--- src/lebp_pkg.sv ---
// shared constants and types for the local execution bus port
package lebp_pkg;
  localparam int DATA_W = 16;
  localparam int ADDR_W = 24;
  localparam int CTRL_W = 3;

  // control line bit positions
  localparam int CTRL_RNW = 0;
  localparam int CTRL_UBS = 1;
  localparam int CTRL_LCK = 2;

  // non-optimized sequence spacing, in ns
  localparam int SETUP_NS = 16;
  localparam int CLK_NS   = 8;
  localparam int SETUP_CYC_I = (SETUP_NS + CLK_NS - 1) / CLK_NS;
  localparam logic [3:0] SETUP_CYC = (SETUP_CYC_I < 1) ? 4'h1 : SETUP_CYC_I[3:0];
  localparam logic [3:0] SETUP_CYC_DEF = SETUP_CYC;

  typedef enum logic [2:0] {
    ST_IDLE,
    ST_ADDR,
    ST_DATA,
    ST_CLOSE,
    ST_GRANT
  } lebp_state_t;
endpackage : lebp_pkg

--- src/lebp_port.sv ---
// primary master port for the local execution bus
`timescale 1ns/1ps
`default_nettype none
module lebp_port #(
  parameter logic [3:0] SETUP_CYCLES = lebp_pkg::SETUP_CYC_DEF
) (
  input  wire logic                        clk,
  input  wire logic                        nrst,
  // user side
  input  wire logic                        reqValid,
  input  wire logic                        reqRead,
  input  wire logic                        reqWord,
  input  wire logic                        reqLock,
  input  wire logic [lebp_pkg::ADDR_W-1:0] reqAddr,
  input  wire logic [lebp_pkg::DATA_W-1:0] reqWdata,
  input  wire logic                        optimized,
  input  wire logic [3:0]                  optSetup,
  output var  logic                        reqReady,
  output var  logic                        rspValid,
  output var  logic [lebp_pkg::DATA_W-1:0] rspRdata,
  // bus side
  input  wire logic [lebp_pkg::DATA_W-1:0] dataLinesIn,
  output var  logic [lebp_pkg::DATA_W-1:0] dataLinesOut,
  output var  logic                        dataLinesOe,
  output var  logic [lebp_pkg::ADDR_W-1:0] addressLines,
  output var  logic [lebp_pkg::CTRL_W-1:0] controlLines,
  output var  logic                        upperByteSelect,
  output var  logic                        addrCtrlOe,
  output var  logic                        addressValidStrobeN,
  output var  logic                        dataValidStrobeN,
  output var  logic                        strobeOe,
  input  wire logic                        slaveAckN,
  input  wire logic                        secondMasterRequestN,
  output var  logic                        secondMasterGrantN
);
  typedef struct packed {
    lebp_pkg::lebp_state_t         state;
    logic                          isRead;
    logic [lebp_pkg::DATA_W-1:0]   dOut;
    logic                          dOe;
    logic [lebp_pkg::ADDR_W-1:0]   addr;
    logic [lebp_pkg::CTRL_W-1:0]   ctrl;
    logic                          ubs;
    logic                          acOe;
    logic                          asN;
    logic                          dsN;
    logic                          sOe;
    logic                          ready;
    logic                          rValid;
    logic [lebp_pkg::DATA_W-1:0]   rData;
  } lebp_port_st_t;

  lebp_port_st_t st_reg;
  lebp_port_st_t st_next;

  logic       paceLoad;
  logic       paceDone;
  logic [3:0] paceCount;
  logic       granted;
  logic       busy;

  // optimized mode lets the caller shorten strobe spacing
  assign paceCount = optimized ? optSetup : SETUP_CYCLES;
  assign busy      = (st_reg.state != lebp_pkg::ST_IDLE) && (st_reg.state != lebp_pkg::ST_GRANT);
  assign granted   = ~secondMasterGrantN;

  lebp_pace lebp_pace_i (
    .clk   (clk),
    .nrst  (nrst),
    .load  (paceLoad),
    .count (paceCount),
    .done  (paceDone)
  );

  // a new user request blocks a grant for one cycle, but a grant registered the edge before the request still wins over it in idle
  lebp_arb lebp_arb_i (
    .clk    (clk),
    .nrst   (nrst),
    .reqN   (secondMasterRequestN),
    .busy   (busy),
    .hold   (reqValid && st_reg.ready),
    .grantN (secondMasterGrantN)
  );

  // transfer sequencer; the pace count ends the address phase, acknowledge ends the data phase
  always_comb begin
    st_next        = st_reg;
    st_next.rValid = 1'b0;
    paceLoad       = 1'b0;
    case (st_reg.state)
      lebp_pkg::ST_IDLE: begin
        st_next.ready = 1'b1;
        if (granted) begin
          // float everything while the secondary owns the bus
          st_next.state = lebp_pkg::ST_GRANT;
          st_next.acOe  = 1'b0;
          st_next.dOe   = 1'b0;
          st_next.sOe   = 1'b0;
          st_next.ready = 1'b0;
        end else if (reqValid && st_reg.ready) begin
          st_next.state  = lebp_pkg::ST_ADDR;
          st_next.isRead = reqRead;
          st_next.addr   = reqAddr;
          st_next.ubs    = reqWord | reqAddr[0];
          st_next.ctrl   = '0;
          st_next.ctrl[lebp_pkg::CTRL_RNW] = reqRead;
          st_next.ctrl[lebp_pkg::CTRL_UBS] = reqWord;
          st_next.ctrl[lebp_pkg::CTRL_LCK] = reqLock;
          st_next.acOe   = 1'b1;
          st_next.sOe    = 1'b1;
          st_next.dOut   = reqWdata;
          st_next.dOe    = ~reqRead;
          st_next.asN    = 1'b0;
          st_next.ready  = 1'b0;
          paceLoad       = 1'b1;
        end
      end
      lebp_pkg::ST_ADDR: begin
        // data strobe follows the address strobe after the setup spacing
        if (paceDone) begin
          st_next.state = lebp_pkg::ST_DATA;
          st_next.dsN   = 1'b0;
        end
      end
      lebp_pkg::ST_DATA: begin
        if (!slaveAckN) begin
          st_next.state = lebp_pkg::ST_CLOSE;
          st_next.asN   = 1'b1;
          st_next.dsN   = 1'b1;
          if (st_reg.isRead) begin
            st_next.rData = dataLinesIn;
          end
          st_next.rValid = 1'b1;
        end
      end
      lebp_pkg::ST_CLOSE: begin
        // wait for acknowledge release so sequences never overlap
        st_next.dOe = 1'b0;
        if (slaveAckN) begin
          st_next.state = lebp_pkg::ST_IDLE;
        end
      end
      lebp_pkg::ST_GRANT: begin
        // only one secondary exists, so its release returns the bus here
        if (!granted) begin
          st_next.state = lebp_pkg::ST_IDLE;
          st_next.acOe  = 1'b1;
          st_next.sOe   = 1'b1;
          st_next.asN   = 1'b1;
          st_next.dsN   = 1'b1;
        end
      end
      default: begin
        st_next.state = lebp_pkg::ST_IDLE;
      end
    endcase
  end

  // primary drives strobes idle-high from reset as default owner
  always_ff @(posedge clk or negedge nrst) begin
    if (!nrst) begin
      st_reg       <= '0;
      st_reg.state <= lebp_pkg::ST_IDLE;
      st_reg.asN   <= 1'b1;
      st_reg.dsN   <= 1'b1;
      st_reg.acOe  <= 1'b1;
      st_reg.sOe   <= 1'b1;
    end else begin
      st_reg <= st_next;
    end
  end

  assign reqReady            = st_reg.ready;
  assign rspValid            = st_reg.rValid;
  assign rspRdata            = st_reg.rData;
  assign dataLinesOut        = st_reg.dOut;
  assign dataLinesOe         = st_reg.dOe;
  assign addressLines        = st_reg.addr;
  assign controlLines        = st_reg.ctrl;
  assign upperByteSelect     = st_reg.ubs;
  assign addrCtrlOe          = st_reg.acOe;
  assign addressValidStrobeN = st_reg.asN;
  assign dataValidStrobeN    = st_reg.dsN;
  assign strobeOe            = st_reg.sOe;
endmodule : lebp_port
`default_nettype wire

--- src/lebp_pace.sv ---
// programmable pacing counter for strobe placement
`timescale 1ns/1ps
`default_nettype none
module lebp_pace (
  input  wire logic       clk,
  input  wire logic       nrst,
  input  wire logic       load,
  input  wire logic [3:0] count,
  output var  logic       done
);
  typedef struct packed {
    logic [3:0] cnt;
    logic       done;
  } lebp_pace_st_t;

  lebp_pace_st_t st_reg;
  lebp_pace_st_t st_next;

  // counts down after load; done is a one-cycle pulse at zero
  always_comb begin
    st_next = st_reg;
    st_next.done = 1'b0;
    if (load) begin
      st_next.cnt = count;
    end else if (st_reg.cnt != 4'h0) begin
      st_next.cnt = st_reg.cnt - 4'h1;
      if (st_reg.cnt == 4'h1) begin
        st_next.done = 1'b1;
      end
    end
  end

  always_ff @(posedge clk or negedge nrst) begin
    if (!nrst) begin
      st_reg <= '0;
    end else begin
      st_reg <= st_next;
    end
  end

  assign done = st_reg.done;
endmodule : lebp_pace
`default_nettype wire

--- src/lebp_arb.sv ---
// primary-side ownership tracker for the secondary master exchange
`timescale 1ns/1ps
`default_nettype none
module lebp_arb (
  input  wire logic clk,
  input  wire logic nrst,
  input  wire logic reqN,
  input  wire logic busy,
  input  wire logic hold,
  output var  logic grantN
);
  typedef struct packed {
    logic granted;
  } lebp_arb_st_t;

  lebp_arb_st_t st_reg;
  lebp_arb_st_t st_next;

  // grant only between transfers; release once request drops
  always_comb begin
    st_next = st_reg;
    if (!st_reg.granted && !reqN && !busy && !hold) begin
      st_next.granted = 1'b1;
    end else if (st_reg.granted && reqN) begin
      st_next.granted = 1'b0;
    end
  end

  // primary owns the bus out of reset
  always_ff @(posedge clk or negedge nrst) begin
    if (!nrst) begin
      st_reg <= '0;
    end else begin
      st_reg <= st_next;
    end
  end

  assign grantN = ~st_reg.granted;
endmodule : lebp_arb
`default_nettype wire

--- config.mk ---
export PLATFORM = sky130hd
export DESIGN_NAME = lebp_port
export DESIGN_NICKNAME = d
export VERILOG_FILES = /design/src/lebp_pkg.sv /design/src/lebp_port.sv /design/src/lebp_pace.sv /design/src/lebp_arb.sv
export SDC_FILE = /design/constraint.sdc
export NUM_CORES = 1
export LEC_CHECK = 0
export BUFFER_PORTS_ARGS = -buffer_cell sky130_fd_sc_hd__buf_2
export CAP_MARGIN = 25
export CORE_ASPECT_RATIO = 2
export CORE_MARGIN = 5
export CORE_UTILIZATION = 25
export DETAILED_ROUTE_END_ITERATION = 10
export SLEW_MARGIN = 10
export SYNTH_ARGS = -nofsm -noshare
export SYNTH_HDL_FRONTEND = slang
export SYNTH_SLANG_ARGS = --single-unit
--- constraint.sdc ---
create_clock -name clk -period 3.16 [get_ports clk]
set_clock_uncertainty 0.05 [all_clocks]
set_input_delay 0.948 -clock clk [delete_from_list [all_inputs] [get_ports clk]]
set_output_delay 0.948 -clock clk [all_outputs]
set_load 0.03 [all_outputs]
==> flow_summary.toml, run 1 <==
[status]
outcome = "finished, final reports clean"

[timing]
holdWs_ps = 444.7
layout_worst_path_cycle_share = 0.7218
max_fclk_ghz = 0.4384
layout_min_cycle_time_ps = 2281
setup_viol_count_final = 0
finalHoldViolations = 0
grt_setup_unrepaired = "false"
timing_worst_slew_pin_value_ps = 562.9
final_total_negative_setup_slack_ps = 0
timing_max_transition_violations_final = 0
remaining_max_slew_budget_at_the_tightest_pin = 0.6194

[placed_design]
numPortBuffers = 136
dpl.hpwl_mm = 5.712
dp_area_um2 = 4001
total_instance_count_after_detailed_placement = 523
routabilityCongestion = 0.7049

[grt]
antenna_found_initial = 0
maximum_number_of_pins_on_one_net_before_global_route_repair = 76
vias_in_the_first_global_route = 2357
grt_pass1_wl_mm = 11.90
global_route_usage_sum = 0.09096
overflow = 0

[finish]
seqCellArea_um2 = 1881
final_cells = 540
synthToLayoutAreaGrowth_pct = 19.32
nFillCells = 1487
layout-drive-gt1-share = 0.6351
num-nets-final = 412
final_cell_area_um2 = 4343
multi_input_area_um2 = 1170
flip_flop_count_of_the_largest_register_after_layout = 24
total_inserted_antenna_cells = 0

[clock_tree]
ctsResizeCount = 0
postCtsSetupBuffers = 0
cts_buffers = 9
clock_sink_count = 75
ctsRootBufferMaster = "sky130_fd_sc_hd__clkbuf_16"
cts_hold_buf = 0
path_clk_slew_ps = 60
ctsHtreeMaxLevel = 3
max-clock-path-buffers = 2
tritoncts = "yes"
clkLatencyLatePin_ps = 330

[worst_setup_path]
worst-path-max-fanout = 28
cp-startpoint = "st_reg[70]"
depth_of_the_most_critical_reg_to_reg_path = 4
setup.worst_path.end = "dataLinesOut[5]"
cp_data_arrival_time_ps = 2440
register_to_register_setup_slack_ps = 880
critical_path_required_ps = 3320
endpoint_of_the_lowest_slack_register_to_register_path = "dataLinesOut[5]"
setup.worst_path.start_class = "register"
critPathKind = "register to register"
critical_path.reg2reg.startpoint = "st_reg[70]"
setup.worst_path.end_class = "register"

[floorplan]
starting_density_of_the_core = 0.2536
core_region_area_um2 = 14350
die-width_um = 95.32
top_level_ports = 137
vert_die_dim_um = 180.6
fp.dieArea_um2 = 17220
rows = 62

[synthesis]
synth_async_sr_flop_share = 1.000
postSynthNetCount = 334
seq_area_frac_synth = 0.5167
postSynthCellCount = 265
synthDistinctLibCells = 34
synth.ff_latch_count = 75
number_of_synthesized_flops_with_an_enable_pin = 0
netlist.top_cell.by_area = "sky130_fd_sc_hd__dfrtp_1"
yosys-top-cells-area = "sky130_fd_sc_hd__dfrtp_1, sky130_fd_sc_hd__mux2_4, sky130_fd_sc_hd__buf_4, sky130_fd_sc_hd__mux2_2, sky130_fd_sc_hd__buf_12"
synth_ff_type = "sky130_fd_sc_hd__dfrtp_1"
yosys_warnings = 0
netlist.area_leader.share = 0.4950
syn_area_um2 = 3640
postSynthAreaPerCell_um2 = 13.73

[pwr]
power_switching_mw = 1.977
swShare = 0.3950
clockPowerShare = 0.209
vdd.ir_drop.worst_mv = 0.3807
static-leakage-power_nw = 2.310
share_seq_of_total_power = 0.339
internal-power_mw = 3.029
p_comb_frac = 0.453
power_per_cell_area_nw_per_um2 = 1153

[flow_run]
max_cap_viol_count = 0

[route]
drc = 0
routedWlPerCell_um = 14.11
drt-vias-per-instance = 3.954
drt_first_pass_iters = 4
routed_wire_length_mm = 7.619
ant_nets = 0
routed-via-count = 2135
drt_first_iter_violations = 34

[worst_hold_path]
worst_hold_path_type = "register to register"
==> worst min path at each step <==
stage | from | end | slack (ps) | cells after the start
after floorplan | st_reg[68] | rspValid | 410 | 1
after CTS | addressValidStrobeN | addressValidStrobeN | 450 | 1
final | addressValidStrobeN | addressValidStrobeN | 440 | 1
after global routing | addressLines[11] | addressLines[11] | 450 | 1
after detailed placement | addressValidStrobeN | addressValidStrobeN | 430 | 1
after global placement | addressValidStrobeN | addressValidStrobeN | 430 | 1
==> critical path, stage by stage (launching register included) <==
cell	delay, ps
sky130_fd_sc_hd__dfrtp_1	490
sky130_fd_sc_hd__or4_4	620
sky130_fd_sc_hd__or2_4	410
sky130_fd_sc_hd__buf_12	260
sky130_fd_sc_hd__mux2_4	320
==> kinds of logic after synthesis <==
group           count (synthesis)  synth area share
compound gates                 22           0.03541
mux                            63            0.2382
buf+inv                        73            0.1626
xor+xnor                        1          0.002407
simple gates                   31           0.04470
flops                          75            0.5167
==> layer usage <==
| metal | global-route usage | wire length (µm) | vias to the layer above |
|---|---|---|---|
| met2 | 0.1651 | 4240 | 79 |
| met4 | 0.05205 | 202 | 0 |
| li1 | - | - | 992 |
| met3 | 0.02298 | 455 | 16 |
| met5 | 0 | 0 | - |
| met1 | 0.08971 | 2719 | 1048 |
==> area by class of cell <==
cell class                      instances  area share
Sequential cell                        75      0.4330
Multi-Input combinational cell        117      0.2694
Timing Repair Buffer                  138      0.1683
Clock buffer                           12     0.06137
Tap cell                              192     0.05532
Clock inverter                          4     0.01095
Inverter                                2    0.001729
==> stage by stage <==
| stage | power, mW | utilization | setup WS (ps) |
|---|---|---|---|
| final | 5.006 | 0.3026 | 879.1 |
| after global routing | 5.276 | 0.3026 | 804.1 |
| after CTS | 5.095 | 0.3007 | 853.2 |
| after detailed placement | 4.000 | 0.2788 | 569.6 |
| after global placement | 3.951 | 0.2788 | 589.4 |
| after floorplan | 3.911 | - | 938.2 |
==> power groups by stage <==
stage	Clock, mW	Sequential, mW	Combinational, mW
final	1.05	1.69	2.27
after global routing	1.13	1.75	2.39
after floorplan	0	1.67	2.24
after detailed placement	0	1.71	2.29
after global placement	0	1.69	2.26
after CTS	1.10	1.70	2.30
==> Yosys cell counts, drive strengths merged, types with 2 or more instances <==
cell type,instances
nor3,5
nor4b,2
nand2,9
buf,70
or2,2
o21ai,8
nor2,7
a21oi,8
mux2i,3
mux2,60
dfstp,3
dfrtp,72
inv,2
==> cell usage in the layout, fill, tap and decap left out, types with 2 or more instances in the layout <==
master	n
sky130_fd_sc_hd__a21oi_1	8
sky130_fd_sc_hd__buf_2	135
sky130_fd_sc_hd__clkbuf_16	9
sky130_fd_sc_hd__clkbuf_8	3
sky130_fd_sc_hd__clkinv_2	2
sky130_fd_sc_hd__dfrtp_1	72
sky130_fd_sc_hd__dfstp_2	3
sky130_fd_sc_hd__inv_1	2
sky130_fd_sc_hd__mux2_2	17
sky130_fd_sc_hd__mux2_4	43
sky130_fd_sc_hd__mux2i_1	3
sky130_fd_sc_hd__nand2_1	8
sky130_fd_sc_hd__nor2_1	7
sky130_fd_sc_hd__nor3_1	5
sky130_fd_sc_hd__nor4b_1	2
sky130_fd_sc_hd__o21ai_0	8
(Power assumes the default switching activity.)
==> run 2: changes to the inputs <==
==> constraint.sdc (replaced) <==
create_clock -name clk -period 1.95 [get_ports clk]
set_clock_uncertainty 0.05 [all_clocks]
set_input_delay 0.585 -clock clk [delete_from_list [all_inputs] [get_ports clk]]
set_output_delay 0.585 -clock clk [all_outputs]
set_load 0.03 [all_outputs]
==> run 2 against run 1 <==
Net effect:
- first-iteration DRC count fell by 26%
- sequential share of layout area fell by 1.2 points
- global-route usage rose by 0.062 points
- core utilization rose by 0.85 points
- cell count rose by 1.9%
- clock power rose by 85%
- non-clock buffer count rose by 10
- via count rose by 3.1%
- hold slack got worse by 69 ps
- count of clock-buffer cells in the layout did not move
- sequential cell count did not move
- critical path type unchanged
- critical endpoint is now addressLines[22]
- largest cell class unchanged
- highest routed layer unchanged
==> flow_summary.toml, run 2 (same netlist as run 1, synthesis figures left out) <==
[clock_tree]
clock_sink_count = 75
ctsHtreeMaxLevel = 3
postCtsSetupBuffers = 0
ctsRootBufferMaster = "sky130_fd_sc_hd__clkbuf_16"
clkLatencyLatePin_ps = 330
tritoncts = "yes"
cts_buffers = 9
max-clock-path-buffers = 2
path_clk_slew_ps = 60

[timing]
timing_max_transition_violations_final = 0
final.setup.worst_slack_ps = 36.78
layout_worst_path_cycle_share = 0.9811
remaining_max_slew_budget_at_the_tightest_pin = 0.7444
grt_setup_unrepaired = "false"
layout_min_cycle_time_ps = 1913
setup_viol_count_final = 0
finalHoldViolations = 0
timing_worst_slew_pin_value_ps = 382.1
max_fclk_ghz = 0.5227

[grt]
grt_pass1_wl_mm = 12.16
overflow = 0
vias_in_the_first_global_route = 2417
most_utilized_layer_in_the_global_route_result = "met2"
global_route_usage_sum = 0.09158
maximum_number_of_pins_on_one_net_before_global_route_repair = 44
globalRouteMet2Util = 0.1561
antenna_found_initial = 0
met3_track_demand_over_resource = 0.02215
grt_util_met1 = 0.1022

[worst_setup_path]
worst_stage_delay_on_the_critical_path_ps = 530
cp-startpoint = "lebp_arb_i.st_reg"
worst-path-max-fanout = 26
critical-path-slowest-cell = "sky130_fd_sc_hd__or4_4"
critical_path.reg2reg.startpoint = "lebp_arb_i.st_reg"
critPathKind = "register to register"
cp_data_arrival_time_ps = 2070
setup.worst_path.end_class = "register"
critical_path_required_ps = 2110
setup.worst_path.start_class = "register"
path_cells = "or4_4, or2_4, buf_12, mux2_4"

[route]
routed_wire_length_mm = 7.618
ant_nets = 0
routed-via-count = 2201
drt-vias-per-instance = 4.002
drt_first_pass_iters = 6
routedWlPerCell_um = 13.85
drt_first_iter_violations = 25
drc = 0

[finish]
synthToLayoutAreaGrowth_pct = 22.69
seqCellArea_um2 = 1881
layout-drive-gt1-share = 0.6397
num-nets-final = 422
total_inserted_antenna_cells = 0
commonest_cells_after_routing_fill_and_taps_aside = "sky130_fd_sc_hd__buf_2, sky130_fd_sc_hd__dfrtp_1, sky130_fd_sc_hd__mux2_4"
flip_flop_count_of_the_largest_register_after_layout = 24
multi_input_area_um2 = 1170
nFillCells = 1481
layout.cells.most_common = "sky130_fd_sc_hd__buf_2"
final_cells = 550

[floorplan]
top_level_ports = 137
vert_die_dim_um = 180.6
core_region_area_um2 = 14350
die-width_um = 95.32
starting_density_of_the_core = 0.2536
rows = 62
fp.dieArea_um2 = 17220

[pwr]
power_per_cell_area_nw_per_um2 = 1896
post-layout-total-power_mw = 8.467
static-leakage-power_nw = 2.376
vdd.ir_drop.worst_mv = 0.6615

[flow_run]
max_cap_viol_count = 0

[placed_design]
routabilityCongestion = 0.7703
dpl.hpwl_mm = 5.927
numPortBuffers = 136
total_instance_count_after_detailed_placement = 533
preCtsSetupSlack_ps = -4.280

[worst_hold_path]
min-delay-start = "secondMasterRequestN"
worst_hold_path_type = "input pin to register"

[status]
outcome = "finished, final reports clean"
==> run 2: cell types whose count changed in the layout (fill, tap and decap cells not counted), sizes merged <==
cell and change:
dlygate4sd3 +1, clkinv -2, bufinv +2, buf +9
==> run 2: final timing paths <==
kind	end	slack, ps	depth (start not counted)
worst max-delay path	addressLines[22]	40	4
worst min-delay path	lebp_arb_i.st_reg	380	2
worst max register to register	addressLines[22]	40	4
worst min register to register	rspRdata[15]	450	1
max in group asynchronous	dataLinesOut[3]	740	3
min in group asynchronous	rspRdata[4]	550	2
==> run 2: metrics by stage <==
step | util | cell area (µm²) | setup TNS [ps] | hold slack [ps]
CTS | 0.3112 | 4466 | 0 | 355.4
floorplan | - | 3646 | -1476 | 239.4
finish | 0.3112 | 4466 | 0 | 375.3
global placement | 0.2858 | 4101 | 0 | 353.0
detailed placement | 0.2858 | 4101 | -4.280 | 353.1
global route | 0.3112 | 4466 | 0 | 357.4
==> run 2: layer usage <==
layer  vias up  wire length (µm)
met4         0               205
met3        14               457
met2        84              4103
met1      1089              2852
li1       1014                 -
met5         -                 0
==> run 2: final cells by class <==
cell class                 count  area share
sequential                    75      0.4211
multi-input combinational    117      0.2620
timing repair buffer         148      0.1821
clock buffer                  12     0.05744
tap                          192     0.05380
clock inverter                 4     0.02185
inverter                       2    0.001681
==> run 2: worst max-delay path: cells and delay by family, from the launching register on <==
family / cells / cell delay, ps
buffers and inverters: 1 / 180
DFF: 1 / 390
and+or+nand+nor: 2 / 830
muxes: 1 / 320
==> run 2: report_power, final <==
group | switching, mW | internal (mW)
Sequential | 0.401 | 2.27
Clock | 0.617 | 1.32
Combinational | 2.22 | 1.64
==> run 2: repair_timing <==
item / 4_1_cts / 5_1_grt
resized for setup: 0 / 0
hold buffers: 1 / 0
hold endpoints to repair: 2 / 0
